[config.mk]
export PLATFORM = sky130hd
export DESIGN_NAME = sasp_top
export DESIGN_NICKNAME = d
export VERILOG_FILES = /design/src/sasp_pkg.sv /design/src/sasp_sync.sv /design/src/sasp_fifo.sv /design/src/sasp_top.sv
export VERILOG_INCLUDE_DIRS = /design/src /design/src/src
export SDC_FILE = /design/constraint.sdc
export NUM_CORES = 1
export LEC_CHECK = 0
export BUFFER_PORTS_ARGS = -buffer_cell sky130_fd_sc_hd__clkbuf_2
export CAP_MARGIN = 40
export CORE_UTILIZATION = 35
export CTS_CLUSTER_DIAMETER = 100
export DETAILED_ROUTE_END_ITERATION = 10
export GPL_TIMING_DRIVEN = 0
export SYNTH_ARGS = -nofsm -noshare
export SYNTH_HDL_FRONTEND = slang
export SYNTH_SLANG_ARGS = --single-unit
[constraint.sdc]
create_clock -name I_CLK -period 4.4 [get_ports I_CLK]
set_clock_uncertainty 0.1 [all_clocks]
set_input_delay 0.22 -clock I_CLK [delete_from_list [all_inputs] [get_ports I_CLK]]
set_output_delay 0.22 -clock I_CLK [all_outputs]
set_load 0.02 [all_outputs]
[src/sasp_consts.svh]
// Field positions, reset values and timing counts of the sequencer port
`ifndef SASP_CONSTS_SVH
`define SASP_CONSTS_SVH

`define SASP_CLK_PERIOD_NS  40
`define SASP_CONV_CYCLES    14
`define SASP_EOC_MIN_NS     75
`define SASP_EOC_MAX_NS     180
`define SASP_EOC_CYC        ((`SASP_EOC_MIN_NS + `SASP_CLK_PERIOD_NS - 1) / `SASP_CLK_PERIOD_NS)
`define SASP_INT_CLK_DIV    2
`define SASP_NUM_CHAN       4
`define SASP_CODE_W         12
`define SASP_SEL_LSB        0
`define SASP_SEL_MSB        3
`define SASP_SEL_RESET      4'h0
`define SASP_CODE_MSB       11
`define SASP_SYNC_W         16

`endif

[src/sasp_pkg.sv]
// Types shared by the sequencer port files
package sasp_pkg;
    typedef logic [11:0] sasp_code_t;
    typedef logic [3:0]  sasp_sel_t;
    typedef logic [1:0]  sasp_chan_t;
    typedef enum logic [3:0]
    {
        ST_IDLE  = 4'b0001,
        ST_CONV  = 4'b0010,
        ST_PUSH  = 4'b0100,
        ST_DRAIN = 4'b1000
    } sasp_state_e;
endpackage : sasp_pkg

[src/sasp_sync.sv]
// Two-stage synchroniser for asynchronous pin inputs
`timescale 1ns/1ps
module sasp_sync #(
    parameter int W = 1
) (
    input  wire logic         i_clk,
    input  wire logic         i_rst,
    input  wire logic [W-1:0] i_async,
    output logic      [W-1:0] o_sync
);
    logic [W-1:0] stage1_r;

    generate
        if (W < 1)
        begin : g_chk
            $error("sasp_sync: W must be at least 1");
        end
    endgenerate

    always_ff @(posedge i_clk or posedge i_rst)
    begin
        if (i_rst)
        begin
            stage1_r <= '0;
            o_sync   <= '0;
        end
        else
        begin
            stage1_r <= i_async;
            o_sync   <= stage1_r;
        end
    end
endmodule : sasp_sync

[src/sasp_fifo.sv]
// Small FIFO with valid/ready on both sides
`timescale 1ns/1ps
module sasp_fifo #(
    parameter int W     = 14,
    parameter int DEPTH = 2
) (
    input  wire logic         i_clk,
    input  wire logic         i_rst,
    input  wire logic         i_in_valid,
    output logic              o_in_ready,
    input  wire logic [W-1:0] i_in_data,
    output logic              o_out_valid,
    input  wire logic         i_out_ready,
    output logic      [W-1:0] o_out_data
);
    localparam int AW = (DEPTH > 1) ? $clog2(DEPTH) : 1;

    logic [W-1:0]  mem_r [DEPTH];
    logic [AW-1:0] wptr_r;
    logic [AW-1:0] rptr_r;
    logic [AW:0]   count_r;
    wire           push;
    wire           pop;

    generate
        if (DEPTH < 2 || (DEPTH & (DEPTH - 1)) != 0)
        begin : g_chk
            $error("sasp_fifo: DEPTH must be a power of two, at least 2");
        end
    endgenerate

    assign o_in_ready  = (count_r != DEPTH[AW:0]);
    assign o_out_valid = (count_r != '0);
    assign o_out_data  = mem_r[rptr_r];
    assign push        = i_in_valid & o_in_ready;
    assign pop         = o_out_valid & i_out_ready;

    always_ff @(posedge i_clk)
    begin
        if (push)
            mem_r[wptr_r] <= i_in_data;
    end

    always_ff @(posedge i_clk or posedge i_rst)
    begin
        if (i_rst)
        begin
            wptr_r  <= '0;
            rptr_r  <= '0;
            count_r <= '0;
        end
        else
        begin
            wptr_r  <= push ? wptr_r + 1'b1 : wptr_r;
            rptr_r  <= pop ? rptr_r + 1'b1 : rptr_r;
            count_r <= count_r + {{AW{1'b0}}, push} - {{AW{1'b0}}, pop};
        end
    end
endmodule : sasp_fifo

[src/sasp_top.sv]
// Sequencer and parallel port of the four-channel simultaneous converter
`timescale 1ns/1ps
`include "sasp_consts.svh"
module sasp_top #(
    parameter int INT_CLK_DIV = `SASP_INT_CLK_DIV,
    parameter int CONV_CYCLES = `SASP_CONV_CYCLES,
    parameter bit BIPOLAR     = 1'b1,
    parameter int BUF_DEPTH   = 2
) (
    input  wire logic        I_CLK,
    input  wire logic        I_RST,
    input  wire logic        I_CONVERSION_TRIGGER,
    input  wire logic        I_CS_N,
    input  wire logic        I_RD_N,
    input  wire logic        I_WR_N,
    input  wire logic [3:0]  I_CHANNEL_PICK_PINS,
    input  wire logic        I_SELECT_SOURCE,
    input  wire logic        I_POWER_SAVE_N,
    input  wire logic        I_CLOCK_SOURCE_SELECT,
    input  wire logic        I_EXTERNAL_CONVERSION_CLOCK,
    input  wire logic [3:0]  I_SHARED_SELECT_LINES,
    input  wire logic [11:0] I_CORE_CODE,
    output logic [5:0]       O_RESULT_BUS_HIGH,
    output logic [1:0]       O_RESULT_BUS_MID,
    output logic [3:0]       O_SHARED_SELECT_LINES,
    output logic             O_DATA_OE,
    output logic             O_BUSY,
    output logic             O_EOC_N,
    output logic             O_FIRST_RESULT_FLAG,
    output logic             O_HOLD,
    output logic [1:0]       O_CORE_CHANNEL,
    output logic             O_STANDBY
);
    localparam int NCH  = `SASP_NUM_CHAN;
    localparam int CW   = `SASP_CODE_W;
    localparam int EOCC = `SASP_EOC_CYC;
    localparam int BW   = CW + 2;

    generate
        if (INT_CLK_DIV < 1 || INT_CLK_DIV > 255)
        begin : g_chk_div
            $error("sasp_top: INT_CLK_DIV out of range 1..255");
        end
        if (CONV_CYCLES < 2 || CONV_CYCLES > 15)
        begin : g_chk_conv
            $error("sasp_top: CONV_CYCLES out of range 2..15");
        end
        if (EOCC < 1 || EOCC > 7)
        begin : g_chk_eoc
            $error("sasp_top: end-of-conversion pulse length out of range");
        end
        if (NCH != 4)
        begin : g_chk_nch
            $error("sasp_top: sequencer serves exactly four channels");
        end
        if (CW != 12)
        begin : g_chk_cw
            $error("sasp_top: result width must match the 12-bit bus");
        end
        if (BUF_DEPTH < 2)
        begin : g_chk_buf
            $error("sasp_top: BUF_DEPTH must be at least 2");
        end
    endgenerate

    // Lowest selected channel at or above a start index
    function automatic logic [2:0] next_chan(input sasp_pkg::sasp_sel_t sel,
                                             input logic [2:0] from);
        logic [2:0] res;
        res = 3'h4;
        for (int k = NCH - 1; k >= 0; k--)
        begin
            if (sel[k] && (k >= int'(from)))
                res = 3'(k);
        end
        return res;
    endfunction : next_chan

    // All pins pass two flops; bus lines share the stage so data aligns with strobes
    // Active-low pins travel inverted so the flops' reset value reads as idle
    logic [`SASP_SYNC_W-1:0] pins_s;
    wire  [`SASP_SYNC_W-1:0] pins_a;
    assign pins_a = {I_CONVERSION_TRIGGER, ~I_CS_N, ~I_RD_N, ~I_WR_N, I_CHANNEL_PICK_PINS,
                     I_SELECT_SOURCE, ~I_POWER_SAVE_N, I_CLOCK_SOURCE_SELECT,
                     I_EXTERNAL_CONVERSION_CLOCK, I_SHARED_SELECT_LINES};

    sasp_sync #(
        .W (`SASP_SYNC_W)
    ) u_sync (
        .i_clk   (I_CLK),
        .i_rst   (I_RST),
        .i_async (pins_a),
        .o_sync  (pins_s)
    );

    wire                 trig_s  = pins_s[15];
    wire                 cs_n_s  = ~pins_s[14];
    wire                 rd_n_s  = ~pins_s[13];
    wire                 wr_n_s  = ~pins_s[12];
    wire [3:0]           pick_s  = pins_s[11:8];
    wire                 src_s   = pins_s[7];
    wire                 psave_s = ~pins_s[6];
    wire                 csel_s  = pins_s[5];
    wire                 xclk_s  = pins_s[4];
    wire [3:0]           dbin_s  = pins_s[3:0];

    // Edge detectors reset to each pin's idle level so no edge follows reset
    logic                trig_d_r;
    logic                rd_d_r;
    logic                wr_d_r;
    logic                xclk_d_r;
    logic [7:0]          div_r;
    sasp_pkg::sasp_sel_t chan_sel_r;
    sasp_pkg::sasp_sel_t seq_sel_r;
    sasp_pkg::sasp_state_e state_r;
    sasp_pkg::sasp_state_e state_nxt;
    logic [2:0]          chan_r;
    logic [3:0]          cyc_r;
    logic [2:0]          eoc_cnt_r;
    logic [1:0]          rd_ptr_r;
    logic [1:0]          wr_idx_r;
    sasp_pkg::sasp_code_t result_mem_r [NCH];
    sasp_pkg::sasp_code_t dout_r;
    sasp_pkg::sasp_code_t code_r;

    wire trig_rise = trig_s & ~trig_d_r;
    wire active    = psave_s;
    wire read_on   = ~cs_n_s & ~rd_n_s;
    wire read_done = ~cs_n_s & rd_n_s & ~rd_d_r;
    wire wr_rise   = ~cs_n_s & rd_n_s & wr_n_s & ~wr_d_r;
    wire int_tick  = (div_r == 8'(INT_CLK_DIV - 1));
    wire ext_tick  = xclk_s & ~xclk_d_r;
    wire conv_tick = active & (csel_s ? ext_tick : int_tick);
    wire [3:0] live_sel = src_s ? chan_sel_r : pick_s;
    wire [2:0] first_ch = next_chan(live_sel, 3'h0);
    wire [2:0] after_ch = next_chan(seq_sel_r, chan_r + 3'h1);
    wire       is_idle  = (state_r == sasp_pkg::ST_IDLE);
    wire       in_conv  = (state_r == sasp_pkg::ST_CONV);
    wire       in_push  = (state_r == sasp_pkg::ST_PUSH);
    // A trigger during a sequence is dropped, not queued
    wire       start    = is_idle & trig_rise & active;
    wire       conv_end = in_conv & conv_tick
                          & (cyc_r == 4'(CONV_CYCLES - 1));

    // Unipolar coding passes the core's offset binary; bipolar flips the sign bit
    wire sasp_pkg::sasp_code_t coded =
        BIPOLAR ? {~I_CORE_CODE[`SASP_CODE_MSB], I_CORE_CODE[CW-2:0]}
                : I_CORE_CODE;

    wire          buf_in_valid = in_push;
    wire          buf_in_ready;
    wire          buf_out_valid;
    wire [BW-1:0] buf_out_data;
    // Drain held off during a read so no result is written to the result registers while the bus is driven
    wire          buf_out_ready = ~read_on;
    wire          store = buf_out_valid & buf_out_ready;

    // Registered outputs take their next values from these
    wire       run_nxt  = (state_nxt != sasp_pkg::ST_IDLE) & active;
    wire       eoc_low  = conv_end | (eoc_cnt_r > 3'h1);
    wire       ptr_wrap = (rd_ptr_r == 2'h3);
    wire       flag_nxt = start | (read_done ? ptr_wrap : (rd_ptr_r == 2'h0));
    wire [1:0] ch_nxt   = start ? first_ch[1:0] : chan_r[1:0];

    sasp_fifo #(
        .W     (BW),
        .DEPTH (BUF_DEPTH)
    ) u_fifo (
        .i_clk       (I_CLK),
        .i_rst       (I_RST),
        .i_in_valid  (buf_in_valid),
        .o_in_ready  (buf_in_ready),
        .i_in_data   ({chan_r[1:0], code_r}),
        .o_out_valid (buf_out_valid),
        .i_out_ready (buf_out_ready),
        .o_out_data  (buf_out_data)
    );

    always_comb
    begin
        state_nxt = state_r;
        case (state_r)
            sasp_pkg::ST_IDLE:
                if (start && first_ch != 3'h4)
                    state_nxt = sasp_pkg::ST_CONV;
            sasp_pkg::ST_CONV:
                if (conv_end)
                    state_nxt = sasp_pkg::ST_PUSH;
            sasp_pkg::ST_PUSH:
                if (buf_in_ready)
                    state_nxt = (after_ch == 3'h4) ? sasp_pkg::ST_DRAIN
                                                   : sasp_pkg::ST_CONV;
            sasp_pkg::ST_DRAIN:
                if (!buf_out_valid)
                    state_nxt = sasp_pkg::ST_IDLE;
            default:
                state_nxt = sasp_pkg::ST_IDLE;
        endcase
    end

    always_ff @(posedge I_CLK or posedge I_RST)
    begin
        if (I_RST)
        begin
            trig_d_r <= 1'b0;
            rd_d_r   <= 1'b1;
            wr_d_r   <= 1'b1;
            xclk_d_r <= 1'b0;
            div_r    <= 8'h00;
            state_r  <= sasp_pkg::ST_IDLE;
        end
        else
        begin
            trig_d_r <= trig_s;
            rd_d_r   <= rd_n_s;
            wr_d_r   <= wr_n_s;
            xclk_d_r <= xclk_s;
            div_r    <= int_tick ? 8'h00 : div_r + 8'h01;
            state_r  <= active ? state_nxt : sasp_pkg::ST_IDLE;
        end
    end

    // Write-only select register
    always_ff @(posedge I_CLK or posedge I_RST)
    begin
        if (I_RST)
            chan_sel_r <= `SASP_SEL_RESET;
        else if (wr_rise)
            chan_sel_r <= dbin_s[`SASP_SEL_MSB:`SASP_SEL_LSB];
    end

    always_ff @(posedge I_CLK or posedge I_RST)
    begin
        if (I_RST)
        begin
            seq_sel_r <= 4'h0;
            chan_r    <= 3'h0;
            cyc_r     <= 4'h0;
            code_r    <= 12'h000;
        end
        else if (start)
        begin
            seq_sel_r <= live_sel;
            chan_r    <= first_ch;
            cyc_r     <= 4'h0;
        end
        else if (in_conv && conv_tick)
        begin
            cyc_r <= conv_end ? 4'h0 : cyc_r + 4'h1;
            if (conv_end)
                code_r <= coded;
        end
        else if (in_push && buf_in_ready)
            chan_r <= after_ch;
    end

    // Low pulse of fixed width per finished conversion
    always_ff @(posedge I_CLK or posedge I_RST)
    begin
        if (I_RST)
            eoc_cnt_r <= 3'h0;
        else if (conv_end)
            eoc_cnt_r <= 3'(EOCC);
        else if (eoc_cnt_r != 3'h0)
            eoc_cnt_r <= eoc_cnt_r - 3'h1;
    end

    // Result registers and read pointer
    // Pointer wraps after four reads; reading past the last result repeats old words
    always_ff @(posedge I_CLK or posedge I_RST)
    begin
        if (I_RST)
        begin
            rd_ptr_r <= 2'h0;
            wr_idx_r <= 2'h0;
        end
        else if (start)
        begin
            rd_ptr_r <= 2'h0;
            wr_idx_r <= 2'h0;
        end
        else
        begin
            if (read_done)
                rd_ptr_r <= rd_ptr_r + 2'h1;
            if (store)
                wr_idx_r <= wr_idx_r + 2'h1;
        end
    end

    always_ff @(posedge I_CLK)
    begin
        if (store)
            result_mem_r[wr_idx_r] <= buf_out_data[CW-1:0];
    end

    always_ff @(posedge I_CLK or posedge I_RST)
    begin
        if (I_RST)
        begin
            dout_r              <= 12'h000;
            O_BUSY              <= 1'b0;
            O_EOC_N             <= 1'b1;
            O_FIRST_RESULT_FLAG <= 1'b1;
            O_HOLD              <= 1'b0;
            O_CORE_CHANNEL      <= 2'h0;
            O_STANDBY           <= 1'b0;
        end
        else
        begin
            dout_r              <= result_mem_r[rd_ptr_r];
            O_BUSY              <= run_nxt;
            O_EOC_N             <= ~eoc_low;
            O_FIRST_RESULT_FLAG <= flag_nxt;
            O_HOLD              <= run_nxt;
            O_CORE_CHANNEL      <= ch_nxt;
            O_STANDBY           <= ~active;
        end
    end

    assign O_RESULT_BUS_HIGH     = dout_r[11:6];
    assign O_RESULT_BUS_MID      = dout_r[5:4];
    assign O_SHARED_SELECT_LINES = dout_r[3:0];
    assign O_DATA_OE             = read_on;
endmodule : sasp_top

=== Word level (Yosys, flattened, before mapping) ===
Memories as Yosys holds them, arrays and structs flattened. A register that Yosys moved wholly into a read port is not among the register bits.
Cells that the tools add are included.

* Memories kept: 2
* Input port bits: 30
* Memory bits (writable): 76
* Output and inout port bits: 20
* Flip-flop bits (word level): 92
* Word-level logic and storage cells: 138

* Add/sub/neg operators: 10
* Bitwise gates (word level): 32
* Eq/ne operators: 12
* Magnitude comparators: 5
* Reductions and logical operators: 17
* Muxes and demuxes: 36

{| class="wikitable"
|+ Memories
! memory !! words !! width !! rd ports !! clocked after memory_dff !! write ports !! line !! source
|-
| result_mem_r || 4 || 12 || 1 || 1 || 1 || sasp_top.sv:122 || <nowiki>sasp_pkg::sasp_code_t result_mem_r [NCH];</nowiki>
|-
| u_fifo.mem_r || 2 || 14 || 1 || 0 || 1 || sasp_fifo.sv:18 || <nowiki>logic [W-1:0] mem_r [DEPTH];</nowiki>
|}

{| class="wikitable"
|+ Operators with widths
! operator !! number
|-
| two-way mux 4 bit || 10
|-
| two-way mux 3 bit || 13
|-
| case mux 4 bit (4 select lines) || 1
|-
| bitwise AND 1 bit || 15
|-
| inverter 1 bit || 15
|-
| nonzero test 2 bit || 6
|-
| two-way mux 2 bit || 5
|-
| adder 8 x 1 -> 8 bit (second input constant) || 1
|-
| equality test 4 bit (second input constant) || 2
|-
| equality test 8 x 1 -> 1 bit (second input constant) || 1
|-
| two-way mux 8 bit || 1
|-
| logical AND 1 bit || 7
|-
| >= comparator 1 x 3 -> 1 bit (first input constant) || 2
|-
| >= comparator 2 x 3 -> 1 bit (first input constant) || 2
|-
| two-way mux 1 bit || 6
|-
| adder 2 x 1 -> 2 bit (second input constant) || 2
|-
| adder 4 x 1 -> 4 bit (second input constant) || 1
|-
| equality test 4 x 1 -> 1 bit (second input constant) || 1
|-
| equality test 4 x 2 -> 1 bit (second input constant) || 1
|-
| equality test 4 x 3 -> 1 bit (second input constant) || 1
|-
| inequality test 2 bit (second input constant) || 2
|-
| inequality test 4 x 1 -> 1 bit (second input constant) || 1
|-
| adder 3 x 1 -> 3 bit (second input constant) || 1
|-
| equality test 3 bit (second input constant) || 1
|-
| other kinds (12) || 14
|}

=== Depth between registers and ports, before layout ===
* Word-level depth: 13
* Depth in mapped cells: 8
* Depth with buffers taken out: 7

=== Modules after synthesis ===
Synthesis repeated with hierarchy kept, for this count alone.

* Cells, all modules: 436
* Area total of the unflattened synthesis: 6911.6 sq um

{| class="wikitable"
|+ Modules (own cells, without submodules)
! module !! area an instance (sq um) !! sequential area each (sq um) !! times used !! cells an instance
|-
| sasp_top || 4873.4 || 3149.3 || 1 || 336
|-
| sasp_fifo || 1233.7 || 940.9 || 1 || 67
|-
| sasp_sync || 804.5 || 800.8 || 1 || 33
|}

=== Least setup slack after synthesis ===
OpenSTA, ideal clock, no wires.

* Path kind: flip-flop to flip-flop
* Start: reg state_r[1]
* End: mem u_fifo.mem_r[0][0] (enable)
* Cell stages (with the launch flop): 4
* Arrival time: 1.816 ns
* Period minus slack after synthesis: 2.296 ns
* Path buffers: 0
* Slack: 2.104 ns
* Setup time: 0.380 ns
* Cell sequence: dfrtp_1 -> nor4b_1 -> o21ai_1 -> nor2_1

* Cells in the longest elaborated chain, start to end: 4

{| class="wikitable"
|+ Ends and longest elaborated chain
! element !! line !! source
|-
| from (decl) || sasp_top.sv:115 || <nowiki>sasp_pkg::sasp_state_e state_r;</nowiki>
|-
| from (signal assigned) || sasp_top.sv:210 || <nowiki>state_r <= sasp_pkg::ST_IDLE;</nowiki>
|-
| from (signal assigned) || sasp_top.sv:219 || <nowiki>state_r <= active ? state_nxt : sasp_pkg::ST_IDLE;</nowiki>
|-
| equality test 4 x 3 -> 1 bit || sasp_top.sv:139 || <nowiki>wire in_push = (state_r == sasp_pkg::ST_PUSH);</nowiki>
|-
| bitwise AND 1 bit || sasp_fifo.sv:35 || <nowiki>assign push = i_in_valid & o_in_ready;</nowiki>
|-
| two-way mux 1 bit || sasp_fifo.sv:40 || <nowiki>if (push)</nowiki>
|-
| two-way mux 1 bit (not written as such) || sasp_fifo.sv:41 || <nowiki>mem_r[wptr_r] <= i_in_data;</nowiki>
|-
| to (decl) || sasp_fifo.sv:18 ||
|}

No other way between the ends.

=== Final worst setup path ===
* Start: reg state_r[1]
* End: mem u_fifo.mem_r[1][1] (enable)

* Cells in the longest elaborated chain, start to end: 4

{| class="wikitable"
|+ Ends and longest elaborated chain
! element !! line !! source
|-
| equality test 4 x 3 -> 1 bit || sasp_top.sv:139 ||
|-
| bitwise AND 1 bit || sasp_fifo.sv:35 ||
|-
| net u_fifo.push || sasp_fifo.sv:22 || <nowiki>wire push;</nowiki>
|-
| two-way mux 1 bit || sasp_fifo.sv:40 ||
|-
| two-way mux 1 bit (not written as such) || sasp_fifo.sv:41 ||
|}

The timed path passes the listed nets, and every way through them passes these cells.

==> impl_metrics.tcl <==
set metrics [dict create \
    synth_mux_area_frac 0.0936 \
    clockBufferDepth 2 \
    nets 570 \
    place.gp.congestion 0.743 \
    io_pins 50 \
    synth_area_leaders "dfrtp_1, edfxtp_1, mux4_2" \
    ir_drop_mv 0.254 \
    syn_avg_cell_area_um2 15.8 \
    path_delay_family "simple AND/OR/NAND/NOR gates" \
    synth_top_area_share 0.372 \
    final_hold_viol_count 0 \
    synthArstFlopShare 0.591 \
    fp.dieH_um 140 \
    ys_top_cells_by_count "dfrtp_1, edfxtp_1, inv_1" \
    pre_cts_ws_ps 1660 \
    start_util 0.356 \
    portBuffers 49 \
    slew_headroom 0.489 \
    final.setup.tns_ps 0 \
    hpwl_um 7440 \
    post-place-cells 708 \
    yosysTopAreaCell "dfrtp_1" \
    cap_violations 0 \
    ant_nets 0 \
    worstSetupStartpointType "register" \
    cp_slowest_stage_delay_ps 690 \
    r2r-end "u_fifo.mem_r[1][1]" \
    antenna_found_initial 0 \
    drc_errors 0 \
    syn-num-nets 470 \
    cp_slowest_cell "nor4b_1" \
    synth_top_family_by_area "multiplexers" \
    met3_usage 0.0301 \
    powerDensity_mw_per_mm2 470 \
    required_ps 4360 \
    r2r_setup_slack_ps 1640 \
    yosysUniqueCellTypes 47 \
    yosys_warnings 0 \
    met1_usage 0.157 \
    power_mw 3.82 \
    end_kind "register" \
    grt_busiest_layer "met2" \
    fin_crit_ps 2760 \
    synth_cells 422 \
    wl_per_cell_um 14.4 \
    period_share 0.628 \
    dieArea_mm2 0.0196 \
    synth_ff_type "dfrtp_1" \
    fp.coreArea_mm2 0.0187 \
    via_count 3598 \
    clock_sinks 176 \
    seq_area_frac_synth 0.717 \
    path_buf_inv 1 \
    drt_iter0_drc 192 \
    clkLatencyLatePin_ps 430 \
    clock.fmax_mhz 362 \
    ys_seq_elements 176 \
    die-width_um 140 \
    min_from "u_sync.stage1_r[6]" \
    drive_gt1_frac 0.232 \
    synth_edf_count 72 \
    synth_xor_area_frac 0.0184 \
    final.setup.worst_slack_ps 1640 \
    leakagePower_nw 3.30 \
    met2_usage 0.208 \
    tritoncts "yes" \
    grt_max_degree 58 \
    layout.cells.non_filler 769 \
    synthToLayoutAreaGrowth_pct 22.0 \
    reg2reg_from "state_r[1]" \
    hp-class "reg2reg" \
    synth_area_mm2 0.00666 \
    r2r_cells 4 \
    synth-compound-area-share 0.0421 \
    whs_endpoint "u_sync.o_sync[6]" \
    crit_fanout 12 \
    yosysMostFrequentCell "dfrtp_1" \
    outcome "complete, no violations" \
    cts.clk_slew.worst_paths_ps 70 \
    final_area_mm2 0.00812 \
    root_buffer "clkbuf_16" \
    viasPerCell 4.68 \
    numCtsBuffers 17 \
    dr.pass1.iters 4 \
    grtUsageTotal 0.127 \
    criticalPathCategory "reg2reg" \
    rows 50 \
    placed_area_mm2 0.00725 \
    hold_depth 0 \
    path_cells "nor4b_1 > o21ai_1 > inv_1 > and2_1" \
    synthAdderAreaFrac 0.0338 \
    grt_pass1_vias 3761 \
    antenna_cells 0 \
    postCtsSetupRepairBufs 0 \
    slew_viol_final 0 \
    setup_viol 0 \
    yosys.area_share.simple 0.0763 \
    finalWirelength_um 11100 \
    worst_slew_pin_slew_ps 756 \
    cts.htree.levels 4 \
    overflow 0 \
    cp.arrival_ps 2730 \
    grt_pass1_wl_um 18800 \
    rsz0062_at_grt "false" \
]
==> sequential cells by signal (all words and copies together) (netlist names), 3 cells and up <==
name	flops
seq_sel_r	4
cyc_r	4
code_r	12
u_sync.stage1_r	16
dout_r	12
div_r	8
result_mem_r	48
eoc_cnt_r	3
u_fifo.mem_r	24
state_r	4
chan_r	3
u_sync.o_sync	16
chan_sel_r	4
==> stage by stage <==
| step | hold slack (ps) | utilization |
|---|---|---|
| 2_1_floorplan | 151 | - |
| 3_3_place_gp | 229 | 0.385 |
| 3_5_place_dp | 230 | 0.387 |
| 4_1_cts | 249 | 0.434 |
| 5_1_grt | 252 | 0.434 |
| 6_report | 247 | 0.434 |
==> report_power, final <==
| group | switching (mW) | internal, mW | total (mW) | leakage (nW) |
|---|---|---|---|---|
| combinational | 0.249 | 0.209 | 0.458 | 1.12 |
| sequential | 0.0585 | 1.81 | 1.87 | 1.91 |
| clock | 0.644 | 0.850 | 1.49 | 0.278 |
==> layout by cell type, fill, tap and decap left out, types with 10 or more instances in the layout <==
cell	instances
a21oi_1	13
clkbuf_16	17
clkbuf_2	49
dfrtp_1	99
dlygate4sd3_1	29
edfxtp_1	72
ha_1	18
inv_1	21
mux2_1	11
mux2_2	15
mux4_2	12
nand2_1	17
nand3_1	10
nor2_1	20
xnor2_1	11
==> kinds of logic after synthesis <==
group / count (synthesis)
AO/OA/AOI/OAI: 45
multiplexers: 44
adder cells (fa/ha/maj): 18
buffers and inverters: 32
XOR/XNOR: 14
AND/OR/NAND/NOR: 93
flip-flops: 176
==> layer usage <==
layer	wire (um)	vias up	share of wire
met5	0	-	0
met4	230	0	0.021
met3	417	14	0.038
met2	5460	65	0.49
met1	4990	1799	0.45
li1	-	1720	-
==> repair_timing <==
item / 4_1_cts / 5_1_grt
resized for setup: 0 / 0
hold buffers: 29 / 0
endpoints found under the hold margin: 82 / 0
==> area by class of cell <==
class,instances,area (um^2)
fill,1649,10600
sequential,176,4770
multi-input combinational,214,1760
timing repair buffer,81,584
clock buffer,19,433
tap,234,293
clock inverter,13,151
inverter,22,85.1
buffer,10,45.0
==> worst reg2reg max path: stages (launching register included) <==
cell and delay (ps):
dfrtp_1 420, nor4b_1 690, o21ai_1 410, inv_1 230
and2_1 560
==> how the worst max path moves through the flow <==
stage | start | end | slack, ps | depth (start not counted)
2_1_floorplan | I_RST | O_CORE_CHANNEL[0] | 1360 | 1
3_3_place_gp | I_RST | dout_r[0] | 130 | 2
3_5_place_dp | state_r[1] | u_fifo.mem_r[1][2] | 1660 | 4
4_1_cts | state_r[1] | u_fifo.mem_r[1][4] | 1630 | 4
5_1_grt | state_r[1] | u_fifo.mem_r[1][3] | 1410 | 4
6_report | state_r[1] | u_fifo.mem_r[1][1] | 1640 | 4
No activity file was read; power rests on OpenSTA's default activity.
